[config.mk]
export PLATFORM = sky130hd
export DESIGN_NAME = keypad_wake_unit
export DESIGN_NICKNAME = d
export VERILOG_FILES = /design/src/rtl/keypad_wake_pkg.sv /design/src/rtl/keypad_wake_unit.sv
export SDC_FILE = /design/constraint.sdc
export NUM_CORES = 1
export LEC_CHECK = 0
export BUFFER_PORTS_ARGS = -buffer_cell sky130_fd_sc_hd__buf_2
export CORE_MARGIN = 5
export CORE_UTILIZATION = 35
export DETAILED_ROUTE_END_ITERATION = 8
export HOLD_SLACK_MARGIN = 0.05
export PLACE_DENSITY_LB_ADDON = 0.3
export SLEW_MARGIN = 0
export SYNTH_ARGS = -nofsm -noshare
export SYNTH_HDL_FRONTEND = slang
export SYNTH_SLANG_ARGS = --single-unit
export TNS_END_PERCENT = 30
[constraint.sdc]
create_clock -name sys_clk -period 1.87 [get_ports sys_clk]
set_input_delay 0.374 -clock sys_clk [delete_from_list [all_inputs] [get_ports sys_clk]]
set_output_delay 0.374 -clock sys_clk [all_outputs]
set_load 0.1 [all_outputs]
[src/rtl/keypad_wake_pkg.sv]
package keypad_wake_pkg;
    localparam int unsigned NPINS = 8;
    localparam int unsigned ADDR_W = 8;
    localparam int unsigned DATA_W = 32;
    localparam int unsigned EVT_W = 2;
    // Byte offsets
    localparam logic [7:0] OFS_STATUS_CONTROL = 8'h0c;
    localparam logic [7:0] OFS_PIN_ENABLE = 8'h10;
    localparam logic [7:0] OFS_POLARITY = 8'h14;
    localparam logic [7:0] OFS_EVT_STATUS = 8'h18;
    localparam logic [7:0] OFS_EVT_CLEAR = 8'h1c;
    localparam logic [7:0] OFS_EVT_ENABLE = 8'h20;
    // Status and control fields
    localparam int unsigned SC_MODE_BIT = 0;
    localparam int unsigned SC_IE_BIT = 1;
    localparam int unsigned SC_ACK_BIT = 2;
    localparam int unsigned SC_FLAG_BIT = 3;
    // Event status fields
    localparam int unsigned EVT_EDGE_BIT = 0;
    localparam int unsigned EVT_LEVEL_BIT = 1;
    // Reset values
    localparam logic [7:0] RST_PIN_ENABLE = 8'h00;
    localparam logic [7:0] RST_POLARITY = 8'h00;
    localparam logic [1:0] RST_EVT = 2'h0;
    localparam logic RST_MODE = 1'b0;
    localparam logic RST_IE = 1'b0;
    localparam logic RST_FLAG = 1'b0;
    // Sampled level taken as asserted until an inactive sample is seen
    localparam logic [7:0] RST_PREV_ACT = 8'hff;
    // Bus responses
    localparam logic [1:0] RESP_OKAY = 2'h0;
    localparam logic [1:0] RESP_SLVERR = 2'h2;
    // Detection modes
    typedef enum logic
    {
        MODE_EDGE_ONLY = 1'b0,
        MODE_EDGE_LEVEL = 1'b1
    } detect_mode_t;
endpackage : keypad_wake_pkg

[src/rtl/keypad_wake_unit.sv]
// Function
// RULE1 - Eight pin enable bits; 1 makes the pin a source, 0 ignores it
// RULE2 - Eight polarity bits; 0 falling or low, 1 rising or high
// RULE3 - Up to eight pins, each enabled independently
// RULE4 - One mode bit selects edge-only or edge-and-level for all pins
// RULE5 - Falling edge: enabled input sampled 1 then 0 on bus clock
// RULE6 - Rising edge: enabled input sampled 0 then 1 on bus clock
// RULE7 - Edge counts only after the input was seen at inactive level
// RULE8 - Edge-only mode: valid edge on enabled pin sets the flag
// RULE9 - Flag set with interrupt enable 1 raises the interrupt request
// RULE10 - Edge-only mode: acknowledge write of 1 clears the flag
// RULE11 - Edge-and-level mode: edge or asserted level sets the flag
// RULE12 - Edge-and-level mode: acknowledge clears only if all enabled inputs inactive
// RULE13 - Edge-and-level mode: flag stays set if any enabled pin asserted
// RULE14 - With pull enabled, polarity 0 gives pullup, 1 gives pulldown
// RULE15 - Software masks, sets polarity, pulls, enables, acknowledges, then unmasks
// RULE16 - Status/control: flag bit 3, ack bit 2, enable bit 1, mode bit 0
// RULE17 - Flag ignores writes; acknowledge always reads zero
// RULE18 - Mode 0 is edge-only, mode 1 is edge and level
// RULE19 - Request drops with the flag; disabled pin never sets the flag (irq also stays high while an enabled event status bit is set)
//
// The register addresses and the AXI4-Lite register port are this design's own decisions.
`timescale 1ns/1ps
`default_nettype none
module keypad_wake_unit
    import keypad_wake_pkg::*;
(
    // Clock, reset, enable
    input wire logic sys_clk,
    input wire logic reset_n,
    input wire logic ce,
    // Pins and pull control
    input wire logic [NPINS-1:0] wake_input_pin,
    input wire logic [NPINS-1:0] port_pull_enable,
    output logic [NPINS-1:0] pull_up_en,
    output logic [NPINS-1:0] pull_down_en,
    // Interrupt
    output logic irq,
    // AXI4-Lite write
    input wire logic [ADDR_W-1:0] s_axi_awaddr,
    input wire logic s_axi_awvalid,
    output logic s_axi_awready,
    input wire logic [DATA_W-1:0] s_axi_wdata,
    input wire logic [3:0] s_axi_wstrb,
    input wire logic s_axi_wvalid,
    output logic s_axi_wready,
    output logic [1:0] s_axi_bresp,
    output logic s_axi_bvalid,
    input wire logic s_axi_bready,
    // AXI4-Lite read
    input wire logic [ADDR_W-1:0] s_axi_araddr,
    input wire logic s_axi_arvalid,
    output logic s_axi_arready,
    output logic [DATA_W-1:0] s_axi_rdata,
    output logic [1:0] s_axi_rresp,
    output logic s_axi_rvalid,
    input wire logic s_axi_rready
);

    function automatic logic addr_mapped(input logic [ADDR_W-1:0] a);
        addr_mapped = (a == OFS_STATUS_CONTROL) || (a == OFS_PIN_ENABLE) || (a == OFS_POLARITY)
            || (a == OFS_EVT_STATUS) || (a == OFS_EVT_CLEAR) || (a == OFS_EVT_ENABLE);
    endfunction : addr_mapped

    function automatic logic [NPINS-1:0] asserted_of(input logic [NPINS-1:0] pins,
                                                     input logic [NPINS-1:0] pol);
        asserted_of = ~(pins ^ pol);
    endfunction : asserted_of

    logic [NPINS-1:0] pin_meta_r;
    logic [NPINS-1:0] pin_sync_r;
    logic [NPINS-1:0] prev_act_r;
    logic [NPINS-1:0] pin_enable_r;
    logic [NPINS-1:0] polarity_r;
    detect_mode_t mode_r;
    logic irq_enable_r;
    logic event_flag_r;
    logic [EVT_W-1:0] evt_status_r;
    logic [EVT_W-1:0] evt_enable_r;
    logic [NPINS-1:0] act_now;
    logic [NPINS-1:0] edge_hits;
    logic edge_hit;
    logic level_any;
    logic level_hit;
    logic flag_set;
    logic ack_wr;
    logic ack_clear;
    logic [EVT_W-1:0] evt_clear;
    logic aw_got_r;
    logic w_got_r;
    logic [ADDR_W-1:0] awaddr_r;
    logic [DATA_W-1:0] wdata_r;
    logic [3:0] wstrb_r;
    logic bvalid_r;
    logic [1:0] bresp_r;
    logic wr_fire;
    logic wr_lane0;
    logic rvalid_r;
    logic [DATA_W-1:0] rdata_r;
    logic [1:0] rresp_r;
    logic [ADDR_W-1:0] raddr_r;
    logic [DATA_W-1:0] rdata_nxt;

    // Pin synchroniser
    always_ff @(posedge sys_clk or negedge reset_n)
    begin
        if (!reset_n)
        begin
            pin_meta_r <= 8'h00;
            pin_sync_r <= 8'h00;
        end
        else if (ce)
        begin
            pin_meta_r <= wake_input_pin;
            pin_sync_r <= pin_meta_r;
        end
    end

    // Detection
    assign act_now = asserted_of(pin_sync_r, polarity_r); // see RULE2
    // Rising when polarity 1, falling when polarity 0, after an inactive sample
    assign edge_hits = pin_enable_r & ~prev_act_r & act_now; // see RULE5 see RULE6 see RULE7 see RULE1
    assign edge_hit = |edge_hits; // see RULE3 see RULE8
    assign level_any = |(pin_enable_r & act_now); // see RULE19
    assign level_hit = (mode_r == MODE_EDGE_LEVEL) && level_any; // see RULE11 see RULE18
    assign flag_set = edge_hit || level_hit; // see RULE4

    always_ff @(posedge sys_clk or negedge reset_n)
    begin
        if (!reset_n)
        begin
            prev_act_r <= RST_PREV_ACT;
        end
        else if (ce)
        begin
            prev_act_r <= act_now; // see RULE5
        end
    end

    // Bus write channel
    assign s_axi_awready = ce && !aw_got_r && !bvalid_r;
    assign s_axi_wready = ce && !w_got_r && !bvalid_r;
    assign wr_fire = ce && aw_got_r && w_got_r && !bvalid_r;
    assign wr_lane0 = wr_fire && wstrb_r[0];
    assign s_axi_bvalid = bvalid_r;
    assign s_axi_bresp = bresp_r;

    always_ff @(posedge sys_clk or negedge reset_n)
    begin
        if (!reset_n)
        begin
            aw_got_r <= 1'b0;
            w_got_r <= 1'b0;
            awaddr_r <= 8'h00;
            wdata_r <= 32'h0000_0000;
            wstrb_r <= 4'h0;
            bvalid_r <= 1'b0;
            bresp_r <= RESP_OKAY;
        end
        else if (ce)
        begin
            if (s_axi_awvalid && s_axi_awready)
            begin
                aw_got_r <= 1'b1;
                awaddr_r <= s_axi_awaddr;
            end
            if (s_axi_wvalid && s_axi_wready)
            begin
                w_got_r <= 1'b1;
                wdata_r <= s_axi_wdata;
                wstrb_r <= s_axi_wstrb;
            end
            if (wr_fire)
            begin
                aw_got_r <= 1'b0;
                w_got_r <= 1'b0;
                bvalid_r <= 1'b1;
                bresp_r <= addr_mapped(awaddr_r) ? RESP_OKAY : RESP_SLVERR;
            end
            else if (bvalid_r && s_axi_bready)
            begin
                bvalid_r <= 1'b0;
            end
        end
    end

    // Configuration registers
    always_ff @(posedge sys_clk or negedge reset_n)
    begin
        if (!reset_n)
        begin
            pin_enable_r <= RST_PIN_ENABLE;
            polarity_r <= RST_POLARITY;
            mode_r <= MODE_EDGE_ONLY;
            irq_enable_r <= RST_IE;
            evt_enable_r <= RST_EVT;
        end
        else if (ce && wr_lane0)
        begin
            unique case (awaddr_r)
                OFS_PIN_ENABLE: pin_enable_r <= wdata_r[7:0]; // see RULE1 see RULE3
                OFS_POLARITY: polarity_r <= wdata_r[7:0]; // see RULE2
                OFS_STATUS_CONTROL:
                begin
                    mode_r <= detect_mode_t'(wdata_r[SC_MODE_BIT]); // see RULE16 see RULE18
                    irq_enable_r <= wdata_r[SC_IE_BIT]; // see RULE16
                end
                OFS_EVT_ENABLE: evt_enable_r <= wdata_r[EVT_W-1:0];
                default:
                begin
                end
            endcase
        end
    end

    // Flag and acknowledge; a set in the same cycle beats the clear
    assign ack_wr = wr_lane0 && (awaddr_r == OFS_STATUS_CONTROL) && wdata_r[SC_ACK_BIT];
    assign ack_clear = ack_wr && !((mode_r == MODE_EDGE_LEVEL) && level_any); // see RULE10 see RULE12 see RULE13

    always_ff @(posedge sys_clk or negedge reset_n)
    begin
        if (!reset_n)
        begin
            event_flag_r <= RST_FLAG;
        end
        else if (ce)
        begin
            if (flag_set)
            begin
                event_flag_r <= 1'b1; // see RULE8 see RULE11
            end
            else if (ack_clear)
            begin
                event_flag_r <= 1'b0; // see RULE10 see RULE17
            end
        end
    end

    // Sticky event status with write-one clear
    assign evt_clear = (wr_lane0 && (awaddr_r == OFS_EVT_CLEAR)) ? wdata_r[EVT_W-1:0] : 2'h0;

    always_ff @(posedge sys_clk or negedge reset_n)
    begin
        if (!reset_n)
        begin
            evt_status_r <= RST_EVT;
        end
        else if (ce)
        begin
            evt_status_r[EVT_EDGE_BIT] <= edge_hit | (evt_status_r[EVT_EDGE_BIT] & ~evt_clear[EVT_EDGE_BIT]);
            evt_status_r[EVT_LEVEL_BIT] <= level_hit | (evt_status_r[EVT_LEVEL_BIT] & ~evt_clear[EVT_LEVEL_BIT]);
        end
    end

    // Interrupt output
    assign irq = (event_flag_r && irq_enable_r) || (|(evt_status_r & evt_enable_r)); // see RULE9 see RULE19

    // Pull resistor selection
    always_ff @(posedge sys_clk or negedge reset_n)
    begin
        if (!reset_n)
        begin
            pull_up_en <= 8'h00;
            pull_down_en <= 8'h00;
        end
        else if (ce)
        begin
            pull_up_en <= port_pull_enable & ~polarity_r; // see RULE14
            pull_down_en <= port_pull_enable & polarity_r; // see RULE14
        end
    end

    // Bus read channel
    assign s_axi_arready = ce && !rvalid_r;
    assign s_axi_rvalid = rvalid_r;
    assign s_axi_rdata = rdata_r;
    assign s_axi_rresp = rresp_r;

    always_comb
    begin
        rdata_nxt = 32'h0000_0000;
        unique case (s_axi_araddr)
            OFS_STATUS_CONTROL:
            begin
                // Upper bits and acknowledge read as zero
                rdata_nxt[SC_FLAG_BIT] = event_flag_r; // see RULE16 see RULE17
                rdata_nxt[SC_IE_BIT] = irq_enable_r;
                rdata_nxt[SC_MODE_BIT] = mode_r;
            end
            OFS_PIN_ENABLE: rdata_nxt[7:0] = pin_enable_r;
            OFS_POLARITY: rdata_nxt[7:0] = polarity_r;
            OFS_EVT_STATUS: rdata_nxt[EVT_W-1:0] = evt_status_r;
            OFS_EVT_ENABLE: rdata_nxt[EVT_W-1:0] = evt_enable_r;
            default: rdata_nxt = 32'h0000_0000;
        endcase
    end

    always_ff @(posedge sys_clk or negedge reset_n)
    begin
        if (!reset_n)
        begin
            rvalid_r <= 1'b0;
            rdata_r <= 32'h0000_0000;
            rresp_r <= RESP_OKAY;
            raddr_r <= 8'h00;
        end
        else if (ce)
        begin
            if (s_axi_arvalid && s_axi_arready)
            begin
                rvalid_r <= 1'b1;
                rdata_r <= rdata_nxt;
                raddr_r <= s_axi_araddr;
                rresp_r <= addr_mapped(s_axi_araddr) ? RESP_OKAY : RESP_SLVERR;
            end
            else if (rvalid_r && s_axi_rready)
            begin
                rvalid_r <= 1'b0;
            end
        end
    end

    // Checks
    chk_irq_from_flag: assert property (@(posedge sys_clk) disable iff (!reset_n) // see RULE9
        (evt_enable_r == 2'h0) |-> (irq == (event_flag_r && irq_enable_r)))
        else $error("irq does not follow flag and enable");

    chk_edge_sets_flag: assert property (@(posedge sys_clk) disable iff (!reset_n) // see RULE8
        (ce && edge_hit) |=> event_flag_r)
        else $error("edge did not set flag");

    chk_rise_detect: assert property (@(posedge sys_clk) disable iff (!reset_n) // see RULE6
        (ce && pin_enable_r[0] && polarity_r[0] && !$past(pin_sync_r[0]) && pin_sync_r[0]
         && !prev_act_r[0]) |=> event_flag_r)
        else $error("rising edge missed");

    chk_fall_detect: assert property (@(posedge sys_clk) disable iff (!reset_n) // see RULE5
        (ce && pin_enable_r[0] && !polarity_r[0] && $past(pin_sync_r[0]) && !pin_sync_r[0]
         && !prev_act_r[0]) |=> event_flag_r)
        else $error("falling edge missed");

    chk_disabled_quiet: assert property (@(posedge sys_clk) disable iff (!reset_n) // see RULE19
        (ce && pin_enable_r == 8'h00 && !event_flag_r) |=> !event_flag_r)
        else $error("flag set with no pin enabled");

    chk_edge_ack_clears: assert property (@(posedge sys_clk) disable iff (!reset_n) // see RULE10
        (ce && mode_r == MODE_EDGE_ONLY && ack_wr && !edge_hit) |=> !event_flag_r)
        else $error("acknowledge failed to clear flag");

    chk_level_holds: assert property (@(posedge sys_clk) disable iff (!reset_n) // see RULE13
        (ce && mode_r == MODE_EDGE_LEVEL && level_any && ack_wr) |=> event_flag_r)
        else $error("flag cleared while level asserted");

    chk_level_sets: assert property (@(posedge sys_clk) disable iff (!reset_n) // see RULE11
        (ce && mode_r == MODE_EDGE_LEVEL && level_any) |=> event_flag_r)
        else $error("level did not set flag");

    chk_ack_reads_zero: assert property (@(posedge sys_clk) disable iff (!reset_n) // see RULE17
        ($rose(rvalid_r) && raddr_r == OFS_STATUS_CONTROL) |-> (rdata_r[7:4] == 4'h0 && !rdata_r[2]))
        else $error("acknowledge or upper bits read nonzero");

    chk_pull_select: assert property (@(posedge sys_clk) disable iff (!reset_n) // see RULE14
        ce |=> (pull_down_en == ($past(port_pull_enable) & $past(polarity_r))))
        else $error("pull selection wrong");

    chk_level_ack_clears: assert property (@(posedge sys_clk) disable iff (!reset_n) // see RULE12
        (ce && mode_r == MODE_EDGE_LEVEL && ack_wr && !level_any) |=> !event_flag_r)
        else $error("acknowledge failed to clear flag with inputs inactive");

    chk_pull_up_select: assert property (@(posedge sys_clk) disable iff (!reset_n) // see RULE14
        ce |=> (pull_up_en == ($past(port_pull_enable) & ~$past(polarity_r))))
        else $error("pullup selection wrong");

endmodule : keypad_wake_unit
`default_nettype wire

[After elaboration in Yosys (flattened, before gate mapping)]
Index checks and enable logic that the tools add are counted.
Operators by class
  reductions and logical operators: 59
  mux-type cells: 17
  equality and inequality tests: 12
  bitwise logic cells: 16
Operator list (count)
  8-bit by 5-bit == test with 1-bit output (second input constant): 8
  8-bit bitwise AND: 5
  2-bit AND reduction: 13
  8-bit NOT: 3
  1-bit logical AND: 21
  8-bit by 4-bit == test with 1-bit output (second input constant): 2
  8-bit by 6-bit == test with 1-bit output (second input constant): 2
  8-bit OR reduction: 2
  1-bit logical OR: 12
  1-bit 2-to-1 mux: 10
  2-bit one-hot mux with 5 select lines: 1
  2-bit nonzero test: 5
  4-bit one-hot mux with 2 select lines: 1
  8-bit XOR: 1
  2-bit 2-to-1 mux: 3
  1-bit logical NOT: 5
  1-bit one-hot mux with 3 select lines: 1
  1-bit bitwise AND: 2
  2-bit bitwise AND: 1
  1-bit NOT: 2
  1-bit OR: 2
  1-bit one-hot mux with 2 select lines: 1
  2-bit OR reduction: 1
Word-level totals
  word-level logic and storage cells: 126
  output and inout port bits: 58
  bits in registers: 96

[Depth between registers and ports, before layout]
Gate-level depths: netlist of the first run.
  depth after elaboration: 9
  gate-level depth with buffers: 6

[Worst setup path after synthesis of the first run]
OpenSTA, ideal clock, no wires.
  kind: flip-flop to flip-flop
  from: reg bvalid_r (netlist: s_axi_bvalid)
  to: reg awaddr_r[0]
  required time: 1.745 ns
  buffers on the path: 1
  stages on the path, launching flop included: 6
  arrival: 3.233 ns
  setup time: 0.125 ns
  setup slack: -1.487 ns
  path through: dfrtp_1 > nand2b_1 > nor2_1 > and2_1 > clkbuf_1 > mux2_2
Between the ends
  word-level cells in the longest chain between the ends: 4
RTL lines
  start, declared: line keypad_wake_unit.sv:94  | logic bvalid_r;
  start signal, assigned: line keypad_wake_unit.sv:157  | bvalid_r <= 1'b0;
  start signal, assigned: line keypad_wake_unit.sv:177  | bvalid_r <= 1'b1;
  start signal, assigned: line keypad_wake_unit.sv:182  | bvalid_r <= 1'b0;
  1-bit logical NOT: line keypad_wake_unit.sv:141  | assign s_axi_awready = ce && !aw_got_r && !bvalid_r;
  1-bit logical AND: line keypad_wake_unit.sv:141
  via s_axi_awready: line keypad_wake_unit.sv:42  | output logic s_axi_awready,
  1-bit logical AND: line keypad_wake_unit.sv:162  | if (s_axi_awvalid && s_axi_awready)
  2-bit AND reduction (no line)
  end signal, assigned: line keypad_wake_unit.sv:165  | awaddr_r <= s_axi_awaddr;
  end, declared: line keypad_wake_unit.sv:91  | logic [ADDR_W-1:0] awaddr_r;
The timed path passes the listed nets, and every way through them passes these cells.
A chain may end at the register's enable or synchronous reset.

[Worst setup path after layout of the first run]
  from: reg bvalid_r (netlist: s_axi_bvalid)
  to: reg polarity_r[6]
Between the ends
  word-level cells in the longest chain between the ends: 5
RTL lines
  1-bit logical NOT: line keypad_wake_unit.sv:143  | assign wr_fire = ce && aw_got_r && w_got_r && !bvalid_r;
  1-bit logical AND: line keypad_wake_unit.sv:143
  1-bit logical AND: line keypad_wake_unit.sv:144  | assign wr_lane0 = wr_fire && wstrb_r[0];
  1-bit logical AND: line keypad_wake_unit.sv:198  | else if (ce && wr_lane0)
  2-bit AND reduction (no line)
  end signal, assigned: line keypad_wake_unit.sv:202  | OFS_POLARITY: polarity_r <= wdata_r[7:0];
  end, declared: line keypad_wake_unit.sv:74  | logic [NPINS-1:0] polarity_r;
Every way passes these cells.

==> results_tabular.tex, run 1 <==
\begin{tabular}{lr}
\hline
Metric & Value \\
\hline
\multicolumn{2}{l}{\textbf{Floorplan}} \\
\quad Number of placement rows & 40 \\
\quad Ports placed on the boundary & 134 \\
\quad Total die area & 14700 sq um \\
\quad Overall die width & 121 microns \\
\quad Die outline height & 121 microns \\
\quad Area inside the core boundary & 12100 sq um \\
\quad Initial core utilization & 35.8\% \\
\multicolumn{2}{l}{\textbf{Hold path}} \\
\quad Min-delay worst type & primary input to flop \\
\multicolumn{2}{l}{\textbf{Drt}} \\
\quad Iteration-0 DRC Markers & 154 \\
\quad Number of iterations in the first detailed-routing pass & 4 \\
\quad Count of unresolved DRC violations after routing & 0 \\
\quad Routed length per instance & 14.5 microns \\
\quad Total routed wirelength & 9.08 mm \\
\quad Routed via count & 2943 \\
\quad Residual antenna-violating net count after detailed routing & 0 \\
\quad Via density & 4.69 \\
\multicolumn{2}{l}{\textbf{Clock tree}} \\
\quad Number of post-CTS setup repair buffers & 0 \\
\quad Clock tree root buffer cell & sky130\_fd\_sc\_hd\_\_clkbuf\_16 \\
\quad Post-CTS clock slew at the launch and capture registers of the worst setup and hold paths & 0.08 ns \\
\quad Clk Latency, worst-skew pair & 0.34 ns \\
\quad TritonCTS sink count & 94 \\
\quad Number of levels in the clock H-tree & 3 \\
\quad Maximum buffer depth of the clock tree & 2 \\
\quad Total clock buffers created by CTS & 9 \\
\quad TritonCTS clock tree & done \\
\multicolumn{2}{l}{\textbf{Synth}} \\
\quad Share of Yosys cell area claimed by the top area cell type & 49.8\% \\
\quad Ys flop type & sky130\_fd\_sc\_hd\_\_dfrtp\_1 \\
\quad Cells after Synth & 360 \\
\quad Count of flip-flops with a built-in enable after synthesis & 0 \\
\quad Area of the mapped netlist & 4320 sq um \\
\quad Most area-consuming cells after synthesis & sky130\_fd\_sc\_hd\_\_dfrtp\_1 (50\%), sky130\_fd\_sc\_hd\_\_mux2\_2 (16\%), sky130\_fd\_sc\_hd\_\_dfstp\_2 (4.9\%) \\
\quad Sequential fraction of the synthesis area & 54.7\% \\
\quad Commonest cells in the synthesized netlist & sky130\_fd\_sc\_hd\_\_dfrtp\_1 (86), sky130\_fd\_sc\_hd\_\_mux2\_2 (61), sky130\_fd\_sc\_hd\_\_buf\_4 (27) \\
\quad Most frequently used cell type in the post-synthesis netlist & sky130\_fd\_sc\_hd\_\_dfrtp\_1 \\
\quad Area leader, netlist & sky130\_fd\_sc\_hd\_\_dfrtp\_1 \\
\quad Number of unique standard cell types used by synthesis & 49 \\
\quad Synthesized area per cell & 12.0 sq um \\
\quad Count of warnings emitted by yosys & 0 \\
\quad Flip-flop and latch count after synthesis & 94 \\
\quad Asr flop ratio synth & 100\% \\
\multicolumn{2}{l}{\textbf{STA}} \\
\quad Final setup vio count & 0 \\
\quad Final count of hold timing violations & 0 \\
\quad Max frequency & 553 MHz \\
\quad Final hold slack & 0.259 ns \\
\quad Number of max-slew violations in the final report & 0 \\
\quad Final Worst Setup Slack & 0.0604 ns \\
\quad Final critical path time including I/O delays and setup & 1.81 ns \\
\quad Setup repair after global routing missed its margin & no \\
\quad Post-Route Skew & 0.0109 ns \\
\quad Final worst-path cycle share & 96.8\% \\
\multicolumn{2}{l}{\textbf{Finish}} \\
\quad Number of nets in the final layout & 530 \\
\quad Area of all placed cells without fillers & 5370 sq um \\
\quad Non-filler cells in the finished layout & 627 \\
\quad Area grow syn2layout & 24.1\% \\
\quad Diodes inserted & 0 \\
\quad Final-layout fill cell count & 1128 \\
\quad Fraction of layout instances using a drive strength above 1 & 44.0\% \\
\multicolumn{2}{l}{\textbf{Place}} \\
\quad Final weighted congestion of routability-driven global placement & 0.785 \\
\quad Placed cell count & 610 \\
\quad IO buf count & 80 \\
\quad Placement-stage worst setup slack & 0.0244 ns \\
\quad Placed inst area & 5040 sq um \\
\quad Final HPWL from detailed placement & 6.93 mm \\
\multicolumn{2}{l}{\textbf{Power}} \\
\quad Worst supply voltage drop on vdd & 0.000654 V \\
\quad P per Cell Area & 1220 nW/um\^{}2 \\
\quad Overall power & 6.56 mW \\
\quad Total leakage power & 2.50 nW \\
\multicolumn{2}{l}{\textbf{GRT}} \\
\quad Wire length of the first global-routing pass & 14.8 mm \\
\quad Leftover overflow at the end of global routing & 0 \\
\quad Top Usage Layer GRT & met2 \\
\quad Grt met3 use & 3.50\% \\
\quad Antenna violations before repair & 0 \\
\quad Total global-route track usage & 12.8\% \\
\quad Maximum number of pins on one net before global-route repair & 65 \\
\quad GRT met1 Usage & 17.2\% \\
\quad Number of global-route vias before repair & 2933 \\
\quad Met2 Resource Use GR & 20.4\% \\
\multicolumn{2}{l}{\textbf{Flow run}} \\
\quad Max-Cap Viols & 0 \\
\multicolumn{2}{l}{\textbf{Setup path}} \\
\quad Setup slack of the worst register-to-register path & 0.06 ns \\
\quad Kind of launch point of the worst setup path & flop \\
\quad Required time of the worst setup path & 2.10 ns \\
\quad Kind of critical path & flop to flop \\
\quad Arrival time of data at the critical path endpoint & 2.04 ns \\
\quad Maximum fanout encountered on the critical timing path & 8 \\
\quad CP endpoint kind & flop \\
\multicolumn{2}{l}{\textbf{Status}} \\
\quad Outcome & finished clean \\
\hline
\end{tabular}
==> where the power goes <==
part           total, mW  switching, mW  internal [mW]
registers           2.85          0.384           2.47
logic               1.90           1.24          0.669
clock network       1.81          0.834          0.974
==> cell type report <==
type                       count  area, sq um  share of cell area (%)
clock buffer                  10          239                    4.45
clock inverter                 6         57.6                    1.07
inverter                      18         67.6                    1.26
multi-input combinational    233         1770                    33.1
sequential                    94         2370                    44.1
tap                          168          210                    3.92
timing repair buffer          98          651                    12.1
==> state kept, by name, indices dropped and copies added, names as in the netlist, 2 cells and up <==
signal and cells:
wdata_r 8, pin_sync_r 8, pull_up_en 8, s_axi_rdata 8
pin_meta_r 8, prev_act_r 8, pin_enable_r 8, evt_enable_r 2
awaddr_r 8, polarity_r 8, evt_status_r 2, pull_down_en 8
==> layer usage <==
layer / vias up / share of wire, %
li1: 1398 / -
met5: - / 0
met4: 0 / 1.2
met1: 1448 / 45
met3: 10 / 5.9
met2: 87 / 47
==> worst max-delay path, stage by stage, from the launching register on <==
cell	delay [ns]
sky130_fd_sc_hd__dfrtp_4	0.47
sky130_fd_sc_hd__and4b_2	0.33
sky130_fd_sc_hd__nand4_4	0.15
sky130_fd_sc_hd__nor3b_4	0.25
sky130_fd_sc_hd__buf_12	0.15
sky130_fd_sc_hd__mux2_2	0.33
==> what timing repair did <==
action                                  CTS  global route
hold endpoints to repair                 32             0
pin swaps                                 0             0
endpoints found under the setup margin    1             9
resized for setup                         1             3
hold buffers                              1             0
==> stage by stage <==
stage	utilization (%)	TNS [ns]
global route	44.5	0
CTS	44.4	0
finish	44.5	0
global placement	41.8	0
detailed placement	41.8	0
floorplan	-	-6.60
==> worst paths after layout <==
kind / to / cells past startpoint / startpoint
min in group asynchronous: awaddr_r[6] / 2 / reset_n
max reg2reg: polarity_r[6] / 5 / s_axi_bvalid
min reg2reg: s_axi_rdata[4] / 2 / s_axi_rdata[4]
min: awaddr_r[6] / 2 / s_axi_awaddr[6]
max: polarity_r[6] / 5 / s_axi_bvalid
max in group asynchronous: prev_act_r[4] / 3 / reset_n
==> placed cells by master, fill, tap and decap left out, types with 2 or more instances in the layout <==
cell type and count:
sky130_fd_sc_hd__mux2_2 61, sky130_fd_sc_hd__dfrtp_1 85, sky130_fd_sc_hd__o21ai_0 22, sky130_fd_sc_hd__dfstp_2 8, sky130_fd_sc_hd__clkbuf_16 9, sky130_fd_sc_hd__a21oi_1 5
sky130_fd_sc_hd__nor2b_1 2, sky130_fd_sc_hd__xnor2_1 8, sky130_fd_sc_hd__nor3b_1 2, sky130_fd_sc_hd__inv_6 3, sky130_fd_sc_hd__a22oi_1 2, sky130_fd_sc_hd__buf_4 14
sky130_fd_sc_hd__buf_12 8, sky130_fd_sc_hd__nor3_1 3, sky130_fd_sc_hd__inv_8 2, sky130_fd_sc_hd__o31ai_1 3, sky130_fd_sc_hd__a21bo_2 3, sky130_fd_sc_hd__nor2_1 3
sky130_fd_sc_hd__and2_1 2, sky130_fd_sc_hd__nand3_1 11, sky130_fd_sc_hd__nor4_1 2, sky130_fd_sc_hd__o21ai_1 5, sky130_fd_sc_hd__buf_2 75, sky130_fd_sc_hd__o22ai_1 2
sky130_fd_sc_hd__nor3_4 2, sky130_fd_sc_hd__nand2_1 26, sky130_fd_sc_hd__nor2_4 3, sky130_fd_sc_hd__nand3b_1 10, sky130_fd_sc_hd__inv_1 18, sky130_fd_sc_hd__conb_1 26
sky130_fd_sc_hd__mux2i_1 8
==> logic make-up after synthesis <==
group	share of synthesized area, %
compound gates	7.15
xor+xnor	1.62
buf+inv	7.44
flops	54.7
mux	17.7
other cells	0.0868
simple gates	11.3
Power figures use the tool's default switching activity.
==> run 2, diff against run 1 <==
--- a/config.mk
+++ b/config.mk
@@ -11,6 +11,7 @@
 export DETAILED_ROUTE_END_ITERATION = 8
 export HOLD_SLACK_MARGIN = 0.05
 export PLACE_DENSITY_LB_ADDON = 0.3
+export RECOVER_POWER = 25
 export SLEW_MARGIN = 0
 export SYNTH_ARGS = -nofsm -noshare
 export SYNTH_HDL_FRONTEND = slang
==> run 2 against run 1 <==
Compared with the run above: setup slack about the same; global-route usage unchanged; power decreased by 0.12%; core utilization shrank 0.12 points; die area unchanged; clock-buffer cell count did not move.
==> results_tabular.tex, run 2 (synthesis results as in run 1) <==
\begin{tabular}{lr}
\hline
Metric & Value \\
\hline
\multicolumn{2}{l}{\textbf{Status}} \\
\quad Outcome & finished clean \\
\multicolumn{2}{l}{\textbf{STA}} \\
\quad Max frequency & 553 MHz (about the same) \\
\quad Worst-Margin Slew & 0.911 ns \\
\quad Final Worst Setup Slack & 0.0608 ns (+0.000371 ns) \\
\quad Final critical path time including I/O delays and setup & 1.81 ns (-0.000371 ns) \\
\quad Number of max-slew violations in the final report & 0 (unchanged) \\
\quad Post-Route Skew & 0.0108 ns (-0.0000833 ns) \\
\quad Final count of hold timing violations & 0 (unchanged) \\
\quad Final setup vio count & 0 (unchanged) \\
\quad Worst slew margin relative to its limit & 39.3\% \\
\quad Final worst-path cycle share & 96.7\% (about the same) \\
\quad Setup repair after global routing missed its margin & no \\
\multicolumn{2}{l}{\textbf{Hold path}} \\
\quad Min-delay worst type & primary input to flop \\
\quad Hold\_sp & s\_axi\_awaddr[6] \\
\quad Worst hold path endpoint & awaddr\_r[6] \\
\quad Instance count along the most critical hold path & 2 (unchanged) \\
\multicolumn{2}{l}{\textbf{Setup path}} \\
\quad Kind of launch point of the worst setup path & flop \\
\quad Arrival time of data at the critical path endpoint & 2.03 ns (about the same) \\
\quad Maximum fanout encountered on the critical timing path & 8 (unchanged) \\
\quad Count of cells along the worst register-to-register path & 5 (unchanged) \\
\quad Critical R2R Capture & polarity\_r[6] \\
\quad CP endpoint kind & flop \\
\quad R2R Path Start & s\_axi\_bvalid \\
\quad Kind of critical path & flop to flop \\
\quad Required time of the worst setup path & 2.10 ns (about the same) \\
\quad Setup slack of the worst register-to-register path & 0.06 ns (about the same) \\
\multicolumn{2}{l}{\textbf{Power}} \\
\quad Power dissipated by switching net loads & 2.45 mW (-0.13\%) \\
\quad Worst supply voltage drop on vdd & 0.000654 V (about the same) \\
\quad Comb pwr share & 29.0\% (about the same) \\
\quad Power Internal & 4.10 mW (-0.12\%) \\
\quad Clock network fraction of total power & 27.6\% (about the same) \\
\quad Switching share of power & 37.4\% (about the same) \\
\quad P per Cell Area & 1230 nW/um\^{}2 (+0.16\%) \\
\quad Overall power & 6.56 mW (-0.12\%) \\
\quad Flop pwr share & 43.5\% (about the same) \\
\quad Total leakage power & 2.48 nW (-0.65\%) \\
\multicolumn{2}{l}{\textbf{Place}} \\
\quad Placed cell count & 610 (unchanged) \\
\quad Final HPWL from detailed placement & 6.93 mm (unchanged) \\
\quad Placement-stage worst setup slack & 0.0244 ns (unchanged) \\
\quad IO buf count & 80 (unchanged) \\
\quad Final weighted congestion of routability-driven global placement & 0.785 (unchanged) \\
\multicolumn{2}{l}{\textbf{Floorplan}} \\
\quad Overall die width & 121 microns (unchanged) \\
\quad Area inside the core boundary & 12100 sq um (unchanged) \\
\quad Ports placed on the boundary & 134 (unchanged) \\
\quad Total die area & 14700 sq um (unchanged) \\
\quad Die outline height & 121 microns (unchanged) \\
\quad Initial core utilization & 35.8\% (unchanged) \\
\quad Number of placement rows & 40 (unchanged) \\
\multicolumn{2}{l}{\textbf{Drt}} \\
\quad Via density & 4.68 (-0.31\%) \\
\quad Total routed wirelength & 9.09 mm (+0.11\%) \\
\quad WL met3 & 534 microns (-0.93\%) \\
\quad Residual antenna-violating net count after detailed routing & 0 (unchanged) \\
\quad Count of unresolved DRC violations after routing & 0 (unchanged) \\
\quad Number of iterations in the first detailed-routing pass & 4 (unchanged) \\
\quad Detailed-routing wirelength on met1 & 4.11 mm (-0.17\%) \\
\quad Routed via count & 2934 (-0.31\%) \\
\quad Routed length per instance & 14.5 microns (+0.11\%) \\
\quad Uppermost routed layer & met4 \\
\quad Iteration-0 DRC Markers & 151 (-1.9\%) \\
\quad Met2 Wirelength & 4.33 mm (+0.51\%) \\
\multicolumn{2}{l}{\textbf{Clock tree}} \\
\quad Maximum buffer depth of the clock tree & 2 (unchanged) \\
\quad TritonCTS sink count & 94 (unchanged) \\
\quad Total clock buffers created by CTS & 9 (unchanged) \\
\quad Clock tree root buffer cell & sky130\_fd\_sc\_hd\_\_clkbuf\_16 \\
\quad Clk Latency, worst-skew pair & 0.34 ns (about the same) \\
\quad Post-CTS clock slew at the launch and capture registers of the worst setup and hold paths & 0.08 ns (about the same) \\
\quad Number of levels in the clock H-tree & 3 (unchanged) \\
\quad TritonCTS clock tree & done \\
\multicolumn{2}{l}{\textbf{Finish}} \\
\quad Highest-count cells in the layout ignoring fill and taps & sky130\_fd\_sc\_hd\_\_dfrtp\_1 (85), sky130\_fd\_sc\_hd\_\_buf\_2 (74), sky130\_fd\_sc\_hd\_\_mux2\_2 (61), sky130\_fd\_sc\_hd\_\_nand2\_1 (26), sky130\_fd\_sc\_hd\_\_conb\_1 (26) \\
\quad Multi-input gate area in the final layout & 1770 sq um (unchanged) \\
\quad Area used by sequential logic in the layout & 2370 sq um (unchanged) \\
\quad Number of nets in the final layout & 530 (unchanged) \\
\quad Fraction of layout instances using a drive strength above 1 & 43.1\% (-0.87 points) \\
\quad Final-layout fill cell count & 1131 (+0.27\%) \\
\quad Diodes inserted & 0 (unchanged) \\
\quad Finished Core Util & 44.4\% (-0.12 points) \\
\quad Area grow syn2layout & 23.8\% \\
\quad Commonest non-fill, non-tap cell in the layout & sky130\_fd\_sc\_hd\_\_dfrtp\_1 \\
\quad Non-filler cells in the finished layout & 627 (unchanged) \\
\multicolumn{2}{l}{\textbf{GRT}} \\
\quad Antenna violations before repair & 0 (unchanged) \\
\quad Total global-route track usage & 12.8\% (unchanged) \\
\quad Leftover overflow at the end of global routing & 0 (unchanged) \\
\quad Wire length of the first global-routing pass & 14.8 mm (unchanged) \\
\quad Number of global-route vias before repair & 2933 (unchanged) \\
\quad Maximum number of pins on one net before global-route repair & 65 (unchanged) \\
\multicolumn{2}{l}{\textbf{Flow run}} \\
\quad Max-Cap Viols & 0 (unchanged) \\
\hline
\end{tabular}
==> run 2: how the worst max path moves through the flow <==
stage                    startpoint              to  cells after the start
finish                 s_axi_bvalid   polarity_r[6]                      5
global placement       s_axi_bvalid   polarity_r[6]                      5
CTS                 evt_status_r[1]             irq                      3
global route        evt_status_r[1]             irq                      3
detailed placement  s_axi_araddr[1]  s_axi_rdata[1]                      6
floorplan              s_axi_bvalid     awaddr_r[0]                      5
==> run 2: layer usage <==
| layer | GRT usage, % | up-vias |
|---|---|---|
| met2 | 20.4 | 87 |
| met4 | 3.61 | 0 |
| li1 | - | 1397 |
| met5 | 0 | - |
| met1 | 17.2 | 1440 |
| met3 | 3.50 | 10 |
==> run 2: layout make-up <==
class	instances	share of cell area, %
well taps	168	3.93
multi-input cells	233	33.2
flip-flops and latches	94	44.2
clock inverters	6	1.08
inverters	18	1.26
clock buffers	10	4.47
repair buffers	98	11.9
==> run 2: critical path, stage by stage (launching register included) <==
cell	delay, ns
sky130_fd_sc_hd__dfrtp_4	0.47
sky130_fd_sc_hd__and4b_2	0.33
sky130_fd_sc_hd__nand4_4	0.15
sky130_fd_sc_hd__nor3b_4	0.25
sky130_fd_sc_hd__buf_12	0.15
sky130_fd_sc_hd__mux2_2	0.33
==> run 2: what timing repair did <==
action / CTS / global route
gates resized for setup: 1 / 3
hold endpoints to repair: 32 / 0
endpoints found under the setup margin: 1 / 9
gates cloned: 0 / 0
hold buffers: 1 / 0
buffers inserted: 0 / 0
==> run 2: power by group through the flow <==
stage          clock network (mW)  logic, mW  registers (mW)
3_3_place_gp                    0       1.87            2.86
3_5_place_dp                    0       1.91            2.88
6_report                     1.81       1.90            2.85
2_1_floorplan                   0       1.11            3.19
4_1_cts                      1.85       1.91            2.84
5_1_grt                      1.95       2.03            2.91
==> run 2: per-stage QoR <==
stage,instance area (sq um),TNS (ns),hold slack [ns]
floorplan,4470,-6.60,0.0784
global placement,5040,0,0.358
detailed placement,5040,0,0.363
CTS,5350,0,0.250
global route,5350,0,0.253
finish,5350,0,0.258
